<file path="src/core/gauge_i2c_defs.vh">
// Constants for the gauge I2C target port: address, command map limits,
// control subcommands and timing figures.
// Assumes a 10 MHz system clock; times are converted to cycles in the modules.
`ifndef GAUGE_I2C_DEFS_VH
`define GAUGE_I2C_DEFS_VH

// =====================================================================
// Bus address and command space
`define TARGET_ADDR 7'h55
`define CMD_MAX 8'h6B
`define CMD_RESET_PTR 8'h00
`define CTRL_LOW_CMD 8'h00
`define CTRL_HIGH_CMD 8'h01
`define RO_FIRST_CMD 8'h02

// =====================================================================
// Control subcommands
`define ENTER_DEEP_HIB_SUBCMD 16'h0011
`define LEAVE_DEEP_HIB_SUBCMD 16'h0012
`define ENTER_LIGHT_DOZE_SUBCMD 16'h0013
`define LEAVE_LIGHT_DOZE_SUBCMD 16'h0014

// =====================================================================
// Control status bit positions
`define CTL_DEEP_HIB_BIT 15
`define CTL_LIGHT_DOZE_BIT 13

// =====================================================================
// Power mode codes
`define MODE_NORMAL 3'h0
`define MODE_LIGHT_DOZE 3'h1
`define MODE_SLEEP 3'h2
`define MODE_DEEP_HIB 3'h3
`define MODE_NO_BATTERY 3'h4

// =====================================================================
// Timing figures
`define CLK_HZ 10000000
`define BUS_LOW_TIMEOUT_S 2
`define WAKE_STRETCH_US 4000
`define FLASH_WRITE_MS 72
`define FLASH_RESTORE_MS 116

`endif

</file>
<file path="src/core/gauge_power_ctrl.v">
// Power mode sequencer of the gauge: chooses among five modes and drives
// the oscillator enables and the wake-up stretch request.
// Assumes all inputs are synchronous to clk.
`timescale 1ns/10ps
`default_nettype none
`include "gauge_i2c_defs.vh"

module gauge_power_ctrl #(
  parameter WAKE_CYCLES = (`WAKE_STRETCH_US * (`CLK_HZ / 1000000))
) (
  input wire clk,
  input wire rst_n,
  input wire batteryPresent,
  input wire deepHibRequest,
  input wire lightDozeRequest,
  input wire idleRequest,
  input wire busActivity,
  input wire pinActivity,
  input wire timeoutSleep,
  output reg [2:0] powerMode,
  output wire lfOscEnable,
  output wire hfOscEnable,
  output wire wakeBusy
);
  reg [2:0] mode_next;
  reg [23:0] wakeCnt_reg;

  // =====================================================================
  // Mode selection
  always @* begin
    mode_next = powerMode;
    if (!batteryPresent) begin
      mode_next = `MODE_NO_BATTERY;
    end else if (busActivity || pinActivity) begin
      mode_next = `MODE_NORMAL;
    end else if (timeoutSleep) begin
      mode_next = `MODE_SLEEP;
    end else if (idleRequest) begin
      if (deepHibRequest) begin
        mode_next = `MODE_DEEP_HIB;
      end else if (lightDozeRequest) begin
        mode_next = `MODE_LIGHT_DOZE;
      end else begin
        mode_next = `MODE_SLEEP;
      end
    end else if (powerMode == `MODE_NO_BATTERY) begin
      mode_next = `MODE_NORMAL;
    end
  end

  // Mode register and wake-up counter
  always @(posedge clk) begin
    if (!rst_n) begin
      powerMode <= `MODE_NORMAL;
      wakeCnt_reg <= 24'h000000;
    end else begin
      powerMode <= mode_next;
      if ((powerMode == `MODE_LIGHT_DOZE || powerMode == `MODE_DEEP_HIB)
          && busActivity) begin
        wakeCnt_reg <= WAKE_CYCLES[23:0];
      end else if (wakeCnt_reg != 24'h000000) begin
        wakeCnt_reg <= wakeCnt_reg - 24'h000001;
      end
    end
  end

  // Oscillator enables: doze keeps both, sleep and hibernation stop the fast one
  assign lfOscEnable = 1'b1;
  assign hfOscEnable = (powerMode == `MODE_NORMAL) || (powerMode == `MODE_LIGHT_DOZE)
                       || (powerMode == `MODE_NO_BATTERY);
  assign wakeBusy = (wakeCnt_reg != 24'h000000);
endmodule // gauge_power_ctrl

`default_nettype wire

</file>
<file path="src/core/gauge_i2c_target_port.v">
// I2C target port of a single-cell gauge: address match, command pointer,
// read and write forms, NACK of bad accesses, bus-low timeout, clock
// stretching and power mode control.
// Assumes open-drain pads outside; enables are active low (low = drive low).
`timescale 1ns/10ps
`default_nettype none
`include "gauge_i2c_defs.vh"

// Summary of operation
// Answer only target address 1010101, first byte 0xAA write, 0xAB read.
// Support plain, incremental, quick reads and single, incremental writes.
// Quick read returns byte at current command pointer without a command byte.
// Pointer advances by one whenever a data byte is acknowledged by anyone.
// Writes without new command byte use the same pointer auto-increment.
// Data written to a read-only location is not acknowledged.
// Command byte above 0x6B is not acknowledged.
// Bus held low two seconds releases both data and clock lines.
// If a line stays low after release, enter low-power sleep.
// Host leaves bus free at least 66 us between packets.
// Above 100 kHz host uses single-byte writes only.
// Host waits two seconds after read-write command before reading result.
// Host issues standard commands at most twice per second.
// In doze and hibernation stretch clock at start of all traffic, up to 4 ms.
// In normal and no-battery modes stretch only packets addressed here.
// Flow-control stretch after start, acknowledge or first data bit; code stretches only after acknowledge and first read data bit.
// Stretch about 72 ms for flash write, 116 ms for restore.
// Move among five power modes by events; host may request some.
// Light doze keeps low and high frequency oscillators running.
// Sleep stops high frequency oscillator, still measures periodically.
// Deep hibernation wakes on bus traffic or pin activity.
// Stay in no-battery wait mode while no battery is inserted.
// Subcommand 0x0011 sets, 0x0012 clears deep-hibernation request bit.
// Subcommand 0x0013 sets, 0x0014 clears light-doze request bit.
// Timeout counter restarts whenever both lines are seen high.
module gauge_i2c_target_port #(
  parameter TIMEOUT_CYCLES = `BUS_LOW_TIMEOUT_S * `CLK_HZ,
  parameter FLASH_WRITE_CYCLES = `FLASH_WRITE_MS * (`CLK_HZ / 1000),
  parameter FLASH_RESTORE_CYCLES = `FLASH_RESTORE_MS * (`CLK_HZ / 1000),
  parameter RO_LAST_CMD = 8'h3F
) (
  input wire clk,
  input wire rst_n,
  input wire sclIn,
  output wire sclOut,
  output wire sclOe_n,
  input wire sdaIn,
  output wire sdaOut,
  output wire sdaOe_n,
  input wire [7:0] readData,
  output reg [7:0] cmdPointer,
  output reg [7:0] writeData,
  output reg writeStrobe,
  output reg [15:0] controlStatus,
  input wire batteryPresent,
  input wire idleRequest,
  input wire pinActivity,
  input wire flashWriteStart,
  input wire flashRestoreStart,
  output wire [2:0] powerMode,
  output wire lfOscEnable,
  output wire hfOscEnable
);
  localparam ST_IDLE = 3'h0;
  localparam ST_ADDR = 3'h1;
  localparam ST_CMD = 3'h2;
  localparam ST_WDATA = 3'h3;
  localparam ST_RDATA = 3'h4;
  localparam ST_ACK = 3'h5;
  localparam ST_RACK = 3'h6;

  reg [1:0] sclSync_reg;
  reg [1:0] sdaSync_reg;
  reg sclPrev_reg;
  reg sdaPrev_reg;
  reg [2:0] state_reg;
  reg [2:0] afterAck_reg;
  reg [3:0] bitCnt_reg;
  reg [7:0] shift_reg;
  reg rnw_reg;
  reg ackDrive_reg;
  reg addressed_reg;
  reg [7:0] subLow_reg;
  reg [31:0] lowCnt_reg;
  reg released_reg;
  reg timeoutSleep_reg;
  reg [23:0] stretchCnt_reg;
  reg flowStretch_reg;
  wire scl;
  wire sda;
  wire sclRise;
  wire sclFall;
  wire startCond;
  wire stopCond;
  wire wakeBusy;
  wire stretch;
  wire drivesLow;

  // =====================================================================
  // Pin synchronisers and edge detection on the second stage
  always @(posedge clk) begin
    if (!rst_n) begin
      sclSync_reg <= 2'h3;
      sdaSync_reg <= 2'h3;
      sclPrev_reg <= 1'b1;
      sdaPrev_reg <= 1'b1;
    end else begin
      sclSync_reg <= {sclSync_reg[0], sclIn};
      sdaSync_reg <= {sdaSync_reg[0], sdaIn};
      sclPrev_reg <= sclSync_reg[1];
      sdaPrev_reg <= sdaSync_reg[1];
    end
  end

  assign scl = sclSync_reg[1];
  assign sda = sdaSync_reg[1];
  assign sclRise = scl && !sclPrev_reg;
  assign sclFall = !scl && sclPrev_reg;
  assign startCond = scl && sclPrev_reg && !sda && sdaPrev_reg;
  assign stopCond = scl && sclPrev_reg && sda && !sdaPrev_reg;

  // =====================================================================
  // Protocol engine
  always @(posedge clk) begin
    if (!rst_n) begin
      state_reg <= ST_IDLE;
      afterAck_reg <= ST_IDLE;
      bitCnt_reg <= 4'h0;
      shift_reg <= 8'h00;
      rnw_reg <= 1'b0;
      ackDrive_reg <= 1'b0;
      addressed_reg <= 1'b0;
      cmdPointer <= `CMD_RESET_PTR;
      writeData <= 8'h00;
      writeStrobe <= 1'b0;
      controlStatus <= 16'h0000;
      subLow_reg <= 8'h00;
    end else begin
      writeStrobe <= 1'b0;
      if (released_reg) begin
        state_reg <= ST_IDLE;
        ackDrive_reg <= 1'b0;
        addressed_reg <= 1'b0;
      end else if (startCond) begin
        state_reg <= ST_ADDR;
        bitCnt_reg <= 4'h0;
        ackDrive_reg <= 1'b0;
        addressed_reg <= 1'b0;
      end else if (stopCond) begin
        state_reg <= ST_IDLE;
        ackDrive_reg <= 1'b0;
        addressed_reg <= 1'b0;
      end else begin
        case (state_reg)
          ST_ADDR, ST_CMD, ST_WDATA: begin
            if (sclRise) begin
              shift_reg <= {shift_reg[6:0], sda};
              bitCnt_reg <= bitCnt_reg + 4'h1;
            end else if (sclFall && bitCnt_reg == 4'h8) begin
              bitCnt_reg <= 4'h0;
              state_reg <= ST_ACK;
              ackDrive_reg <= 1'b0;
              afterAck_reg <= ST_IDLE;
              if (state_reg == ST_ADDR) begin
                if (shift_reg[7:1] == `TARGET_ADDR) begin
                  ackDrive_reg <= 1'b1;
                  addressed_reg <= 1'b1;
                  rnw_reg <= shift_reg[0];
                  // Read with no command byte serves the current pointer
                  afterAck_reg <= shift_reg[0] ? ST_RDATA : ST_CMD;
                end
              end else if (state_reg == ST_CMD) begin
                if (shift_reg <= `CMD_MAX) begin
                  ackDrive_reg <= 1'b1;
                  cmdPointer <= shift_reg;
                  afterAck_reg <= ST_WDATA;
                end
              end else begin
                if (cmdPointer >= `RO_FIRST_CMD && cmdPointer <= RO_LAST_CMD) begin
                  afterAck_reg <= ST_IDLE;
                end else begin
                  ackDrive_reg <= 1'b1;
                  writeData <= shift_reg;
                  writeStrobe <= 1'b1;
                  cmdPointer <= cmdPointer + 8'h01;
                  afterAck_reg <= ST_WDATA;
                  if (cmdPointer == `CTRL_LOW_CMD) begin
                    subLow_reg <= shift_reg;
                  end else if (cmdPointer == `CTRL_HIGH_CMD) begin
                    case ({shift_reg, subLow_reg})
                      `ENTER_DEEP_HIB_SUBCMD: controlStatus[`CTL_DEEP_HIB_BIT] <= 1'b1;
                      `LEAVE_DEEP_HIB_SUBCMD: controlStatus[`CTL_DEEP_HIB_BIT] <= 1'b0;
                      `ENTER_LIGHT_DOZE_SUBCMD: controlStatus[`CTL_LIGHT_DOZE_BIT] <= 1'b1;
                      `LEAVE_LIGHT_DOZE_SUBCMD: controlStatus[`CTL_LIGHT_DOZE_BIT] <= 1'b0;
                      default: controlStatus <= controlStatus;
                    endcase
                  end
                end
              end
            end
          end
          ST_ACK: begin
            if (sclFall) begin
              ackDrive_reg <= 1'b0;
              state_reg <= afterAck_reg;
              if (afterAck_reg == ST_RDATA) begin
                shift_reg <= readData;
              end
            end
          end
          ST_RDATA: begin
            if (sclFall) begin
              if (bitCnt_reg == 4'h7) begin
                bitCnt_reg <= 4'h0;
                state_reg <= ST_RACK;
              end else begin
                bitCnt_reg <= bitCnt_reg + 4'h1;
                shift_reg <= {shift_reg[6:0], 1'b0};
              end
            end
          end
          ST_RACK: begin
            if (sclRise) begin
              if (!sda) begin
                cmdPointer <= cmdPointer + 8'h01;
                afterAck_reg <= ST_RDATA;
              end else begin
                afterAck_reg <= ST_IDLE;
              end
            end else if (sclFall) begin
              state_reg <= afterAck_reg;
              if (afterAck_reg == ST_RDATA) begin
                shift_reg <= readData;
              end
            end
          end
          default: state_reg <= ST_IDLE;
        endcase
      end
    end
  end

  // =====================================================================
  // Bus-low timeout and release
  always @(posedge clk) begin
    if (!rst_n) begin
      lowCnt_reg <= 32'h00000000;
      released_reg <= 1'b0;
      timeoutSleep_reg <= 1'b0;
    end else begin
      timeoutSleep_reg <= 1'b0;
      if (scl && sda) begin
        lowCnt_reg <= 32'h00000000;
        released_reg <= 1'b0;
      end else if (lowCnt_reg >= TIMEOUT_CYCLES[31:0] - 32'h00000001) begin
        released_reg <= 1'b1;
        timeoutSleep_reg <= released_reg;
      end else begin
        lowCnt_reg <= lowCnt_reg + 32'h00000001;
      end
    end
  end

  // =====================================================================
  // Clock stretch sources: flow control, flash writes and flash restores
  always @(posedge clk) begin
    if (!rst_n) begin
      stretchCnt_reg <= 24'h000000;
      flowStretch_reg <= 1'b0;
    end else begin
      // One cycle hold after an ack or the first read data bit, once addressed
      flowStretch_reg <= addressed_reg && sclFall &&
                         (state_reg == ST_ACK || state_reg == ST_RACK ||
                          (state_reg == ST_RDATA && bitCnt_reg == 4'h0));
      if (flashRestoreStart) begin
        stretchCnt_reg <= FLASH_RESTORE_CYCLES[23:0];
      end else if (flashWriteStart) begin
        stretchCnt_reg <= FLASH_WRITE_CYCLES[23:0];
      end else if (stretchCnt_reg != 24'h000000) begin
        stretchCnt_reg <= stretchCnt_reg - 24'h000001;
      end
    end
  end

  // Wake stretch applies to any traffic; others only when addressed
  assign stretch = !released_reg && (wakeBusy ||
                   (addressed_reg && (flowStretch_reg || stretchCnt_reg != 24'h000000)));
  assign sclOut = 1'b0;
  assign sclOe_n = !(stretch && !scl);
  assign drivesLow = !released_reg &&
                     ((state_reg == ST_ACK && ackDrive_reg) ||
                      (state_reg == ST_RDATA && !shift_reg[7]));
  assign sdaOut = 1'b0;
  assign sdaOe_n = !drivesLow;

  // =====================================================================
  // Power modes
  gauge_power_ctrl u_power (
    .clk(clk),
    .rst_n(rst_n),
    .batteryPresent(batteryPresent),
    .deepHibRequest(controlStatus[`CTL_DEEP_HIB_BIT]),
    .lightDozeRequest(controlStatus[`CTL_LIGHT_DOZE_BIT]),
    .idleRequest(idleRequest),
    .busActivity(startCond),
    .pinActivity(pinActivity),
    .timeoutSleep(timeoutSleep_reg),
    .powerMode(powerMode),
    .lfOscEnable(lfOscEnable),
    .hfOscEnable(hfOscEnable),
    .wakeBusy(wakeBusy)
  );
endmodule // gauge_i2c_target_port

`default_nettype wire

</file>
<file path="config.mk">
export PLATFORM = sky130hd
export DESIGN_NAME = gauge_i2c_target_port
export DESIGN_NICKNAME = d
export VERILOG_FILES = /design/src/core/gauge_power_ctrl.v /design/src/core/gauge_i2c_target_port.v
export VERILOG_INCLUDE_DIRS = /design/src /design/src/core
export SDC_FILE = /design/constraint.sdc
export NUM_CORES = 1
export LEC_CHECK = 0
export ABC_AREA = 1
export BUFFER_PORTS_ARGS = -buffer_cell sky130_fd_sc_hd__buf_2
export CAP_MARGIN = 20
export CORE_MARGIN = 3
export CORE_UTILIZATION = 42
export CTS_CLUSTER_SIZE = 20
export DETAILED_ROUTE_END_ITERATION = 8
export PLACE_DENSITY = 0.56
export REMOVE_ABC_BUFFERS = 1
export SLEW_MARGIN = 30
export SYNTH_ARGS = -nofsm -noshare
export SYNTH_HDL_FRONTEND = slang
export SYNTH_SLANG_ARGS = --single-unit
</file>
<file path="constraint.sdc">
create_clock -name clk -period 3.3 [get_ports clk]
set_clock_uncertainty 0.05 [all_clocks]
set_input_delay 0.495 -clock clk [delete_from_list [all_inputs] [get_ports clk]]
set_output_delay 0.495 -clock clk [all_outputs]
set_load 0.02 [all_outputs]
</file>
==> run summary <==
Status -> finished clean
Final TNS setup -> 0 ns
Final hold vios -> 0
VDD IR max -> 459.0 uV
Most common cell after layout, fill and taps aside -> nand2_1
Clock buffer depth -> 2
Pre-antenna DRT Iters -> 5
Synth warnings -> 0
DRT iter0 DRCs -> 574
Clock power share -> 0.296
Clock tree from TritonCTS -> yes
Row Count -> 49
Vias -> 7626
Clock buffer count from CTS -> 17
Critical path type -> flop to primary output
Crit path launch -> u_power.wakeCnt_reg[0]
DR WL/cell -> 13.44 um
Psw -> 2.969 mW
Synth Register Bits -> 139
Initial Util -> 0.4346
Vert. Die Dim -> 143.5 um
Post-CTS Hold Buffers -> 0
Number of synthesized flops with an enable pin -> 0
Worst min-delay path class -> primary input to flop
Leakage -> 3.899 nW
Clock transition at path regs -> 0.06 ns
CP required -> 2.75 ns
Number of port buffers -> 41
Clk_lat worst skew -> 0.42 ns
Hold Path Origin -> sdaIn
Power per standard cell area -> 799.6 nW/um^2
RSZ-0062 raised after global routing -> false
CP Data Arrival Time -> 2.08 ns
Drt via density -> 4.958
Antenna cells -> 0
Chip Width -> 143.5 um
Syn Area/Cell -> 6.307 sq um
Max reg flops -> 32
CP startpoint kind -> flop
Tcrit/Tclk final -> 0.7954
Routed WL -> 20.67 mm
Tmin final -> 2.625 ns
Commonest non-fill, non-tap cells in the layout -> nand2_1 (319), nor2_1 (260), dfxtp_1 (139), nand3_1 (118), inv_1 (110)
First-pass GRT wire length -> 34.47 mm
Final setup viols -> 0
Flop pwr share -> 0.308
Gr usage total -> 0.2053
Sequential area share after synthesis -> 0.3505
Post-Syn Instances -> 1259
Die ar. -> 20590 sq um
CTS root buf -> clkbuf_16
Slew margin rel. -> 0.4643
Post-synthesis async set-or-reset flop share -> 0
Global placer's final weighted congestion -> 0.8854
Grt ovf -> 0
Post-CTS setup buffers -> 0
Comb pwr share -> 0.395
Count of cell types in the netlist -> 39
Io pins -> 59
Layout cell share with drive strength beyond 1 -> 0.09091
Sink Count -> 139
Fmax -> 0.3810 GHz
Antenna viol nets, final -> 0
Detailed Place HPWL -> 15.07 mm
Slew Limit Fails -> 0
Switching share of total power -> 0.4161
H-tree depth -> 4
Overall Power -> 7.135 mW
Initial antenna violation count -> 0
Nets -> 1323
Least-Margin Pin Slew -> 0.8035 ns
DRC Markers -> 0
Max Cap Viol -> 0
Synthesis-to-layout area growth -> 12.39%
R2r setup slk -> 1.01 ns
Start of the worst register-to-register path -> lowCnt_reg[0]
Internal power -> 4.166 mW
Largest net degree at the start of global routing -> 32
Netlist Area Pre-Place -> 7940 sq um
Core ar. -> 18270 sq um
Crit path capture type -> primary output
Worst Path Max Fanout -> 5
Ys flop type -> dfxtp_1
Vias in the first global route -> 6863
Cts repair resizes -> 0
==> power by group through the flow <==
stage / sequential, mW / clock [mW] / combinational [mW]
2_1_floorplan: 2.18 / 0 / 2.17
3_3_place_gp: 2.23 / 0 / 2.81
3_5_place_dp: 2.23 / 0 / 2.79
4_1_cts: 2.20 / 2.16 / 2.82
5_1_grt: 2.24 / 2.23 / 3.27
6_report: 2.20 / 2.11 / 2.82
==> cell families after synthesis <==
family          after synthesis  synth area share
xor+xnor                     37           0.04081
other cells                   2         0.0009458
simple gates                774            0.4141
buf+inv                     167           0.09077
flops                       139            0.3505
fa+ha+maj                    10           0.01576
compound gates              130           0.08714
==> area by class of cell <==
cell class / count / area (sq um)
fillers: 1928 / 9346
multi-input cells: 968 / 4493
flip-flops and latches: 139 / 2783
inverters: 122 / 457.9
clock buffers: 18 / 439.2
well taps: 229 / 286.5
repair buffers: 48 / 257.7
clock inverters: 14 / 206.4
==> path summary, 6_finish.rpt <==
check | to | cells after the start
worst max register to register | timeoutSleep_reg | 11
worst min register to register | lowCnt_reg[27] | 2
worst max-delay path | sclOe_n | 9
worst min-delay path | sdaSync_reg[0] | 2
==> metal layers <==
layer | GRT usage | share of wire | up-vias | wire length [um]
met2 | 0.3111 | 0.43 | 138 | 8977
met3 | 0.04060 | 0.040 | 10 | 820
met4 | 0.04262 | 0.0069 | 0 | 143
met1 | 0.3034 | 0.52 | 3414 | 10730
met5 | 0 | 0 | - | 0
li1 | - | - | 4064 | -
==> metrics by stage <==
stage	area, sq um	setup slack (ns)	hold WS [ns]	util	cells
after floorplan	7734	0.8753	0.3425	-	1229
after global placement	8278	1.006	0.3659	0.4531	1506
after detailed placement	8278	0.9889	0.3668	0.4531	1506
after CTS	8924	0.6388	0.1950	0.4884	1538
after global routing	8924	0.3837	0.2047	0.4884	1538
final	8924	0.6752	0.2105	0.4884	1538
==> cells in the mapped netlist (4+ instances only) <==
library cell / number / share of area
nand2_1: 319 / 0.15
nor2_1: 260 / 0.12
dfxtp_1: 139 / 0.35
nand3_1: 118 / 0.074
inv_1: 110 / 0.052
a21oi_1: 75 / 0.047
o21ai_0: 38 / 0.024
buf_4: 21 / 0.020
nand4_1: 20 / 0.016
xnor2_1: 20 / 0.022
nor3_1: 19 / 0.012
xor2_1: 17 / 0.019
clkbuf_1: 16 / 0.0076
nand3b_1: 13 / 0.012
inv_2: 12 / 0.0057
ha_1: 10 / 0.016
or2_2: 8 / 0.0063
buf_2: 6 / 0.0038
nand2_2: 4 / 0.0032
nor2_4: 4 / 0.0057
==> critical path: stages, from the launching register on <==
cell and delay [ns]:
dfxtp_1 0.32, inv_1 0.12, ha_1 0.27, nand2_1 0.13
nor2_1 0.22, nand3_1 0.14, inv_1 0.15, nand2_1 0.07
nand3_1 0.06, buf_2 0.18
No activity file was read; power rests on OpenSTA's default activity.
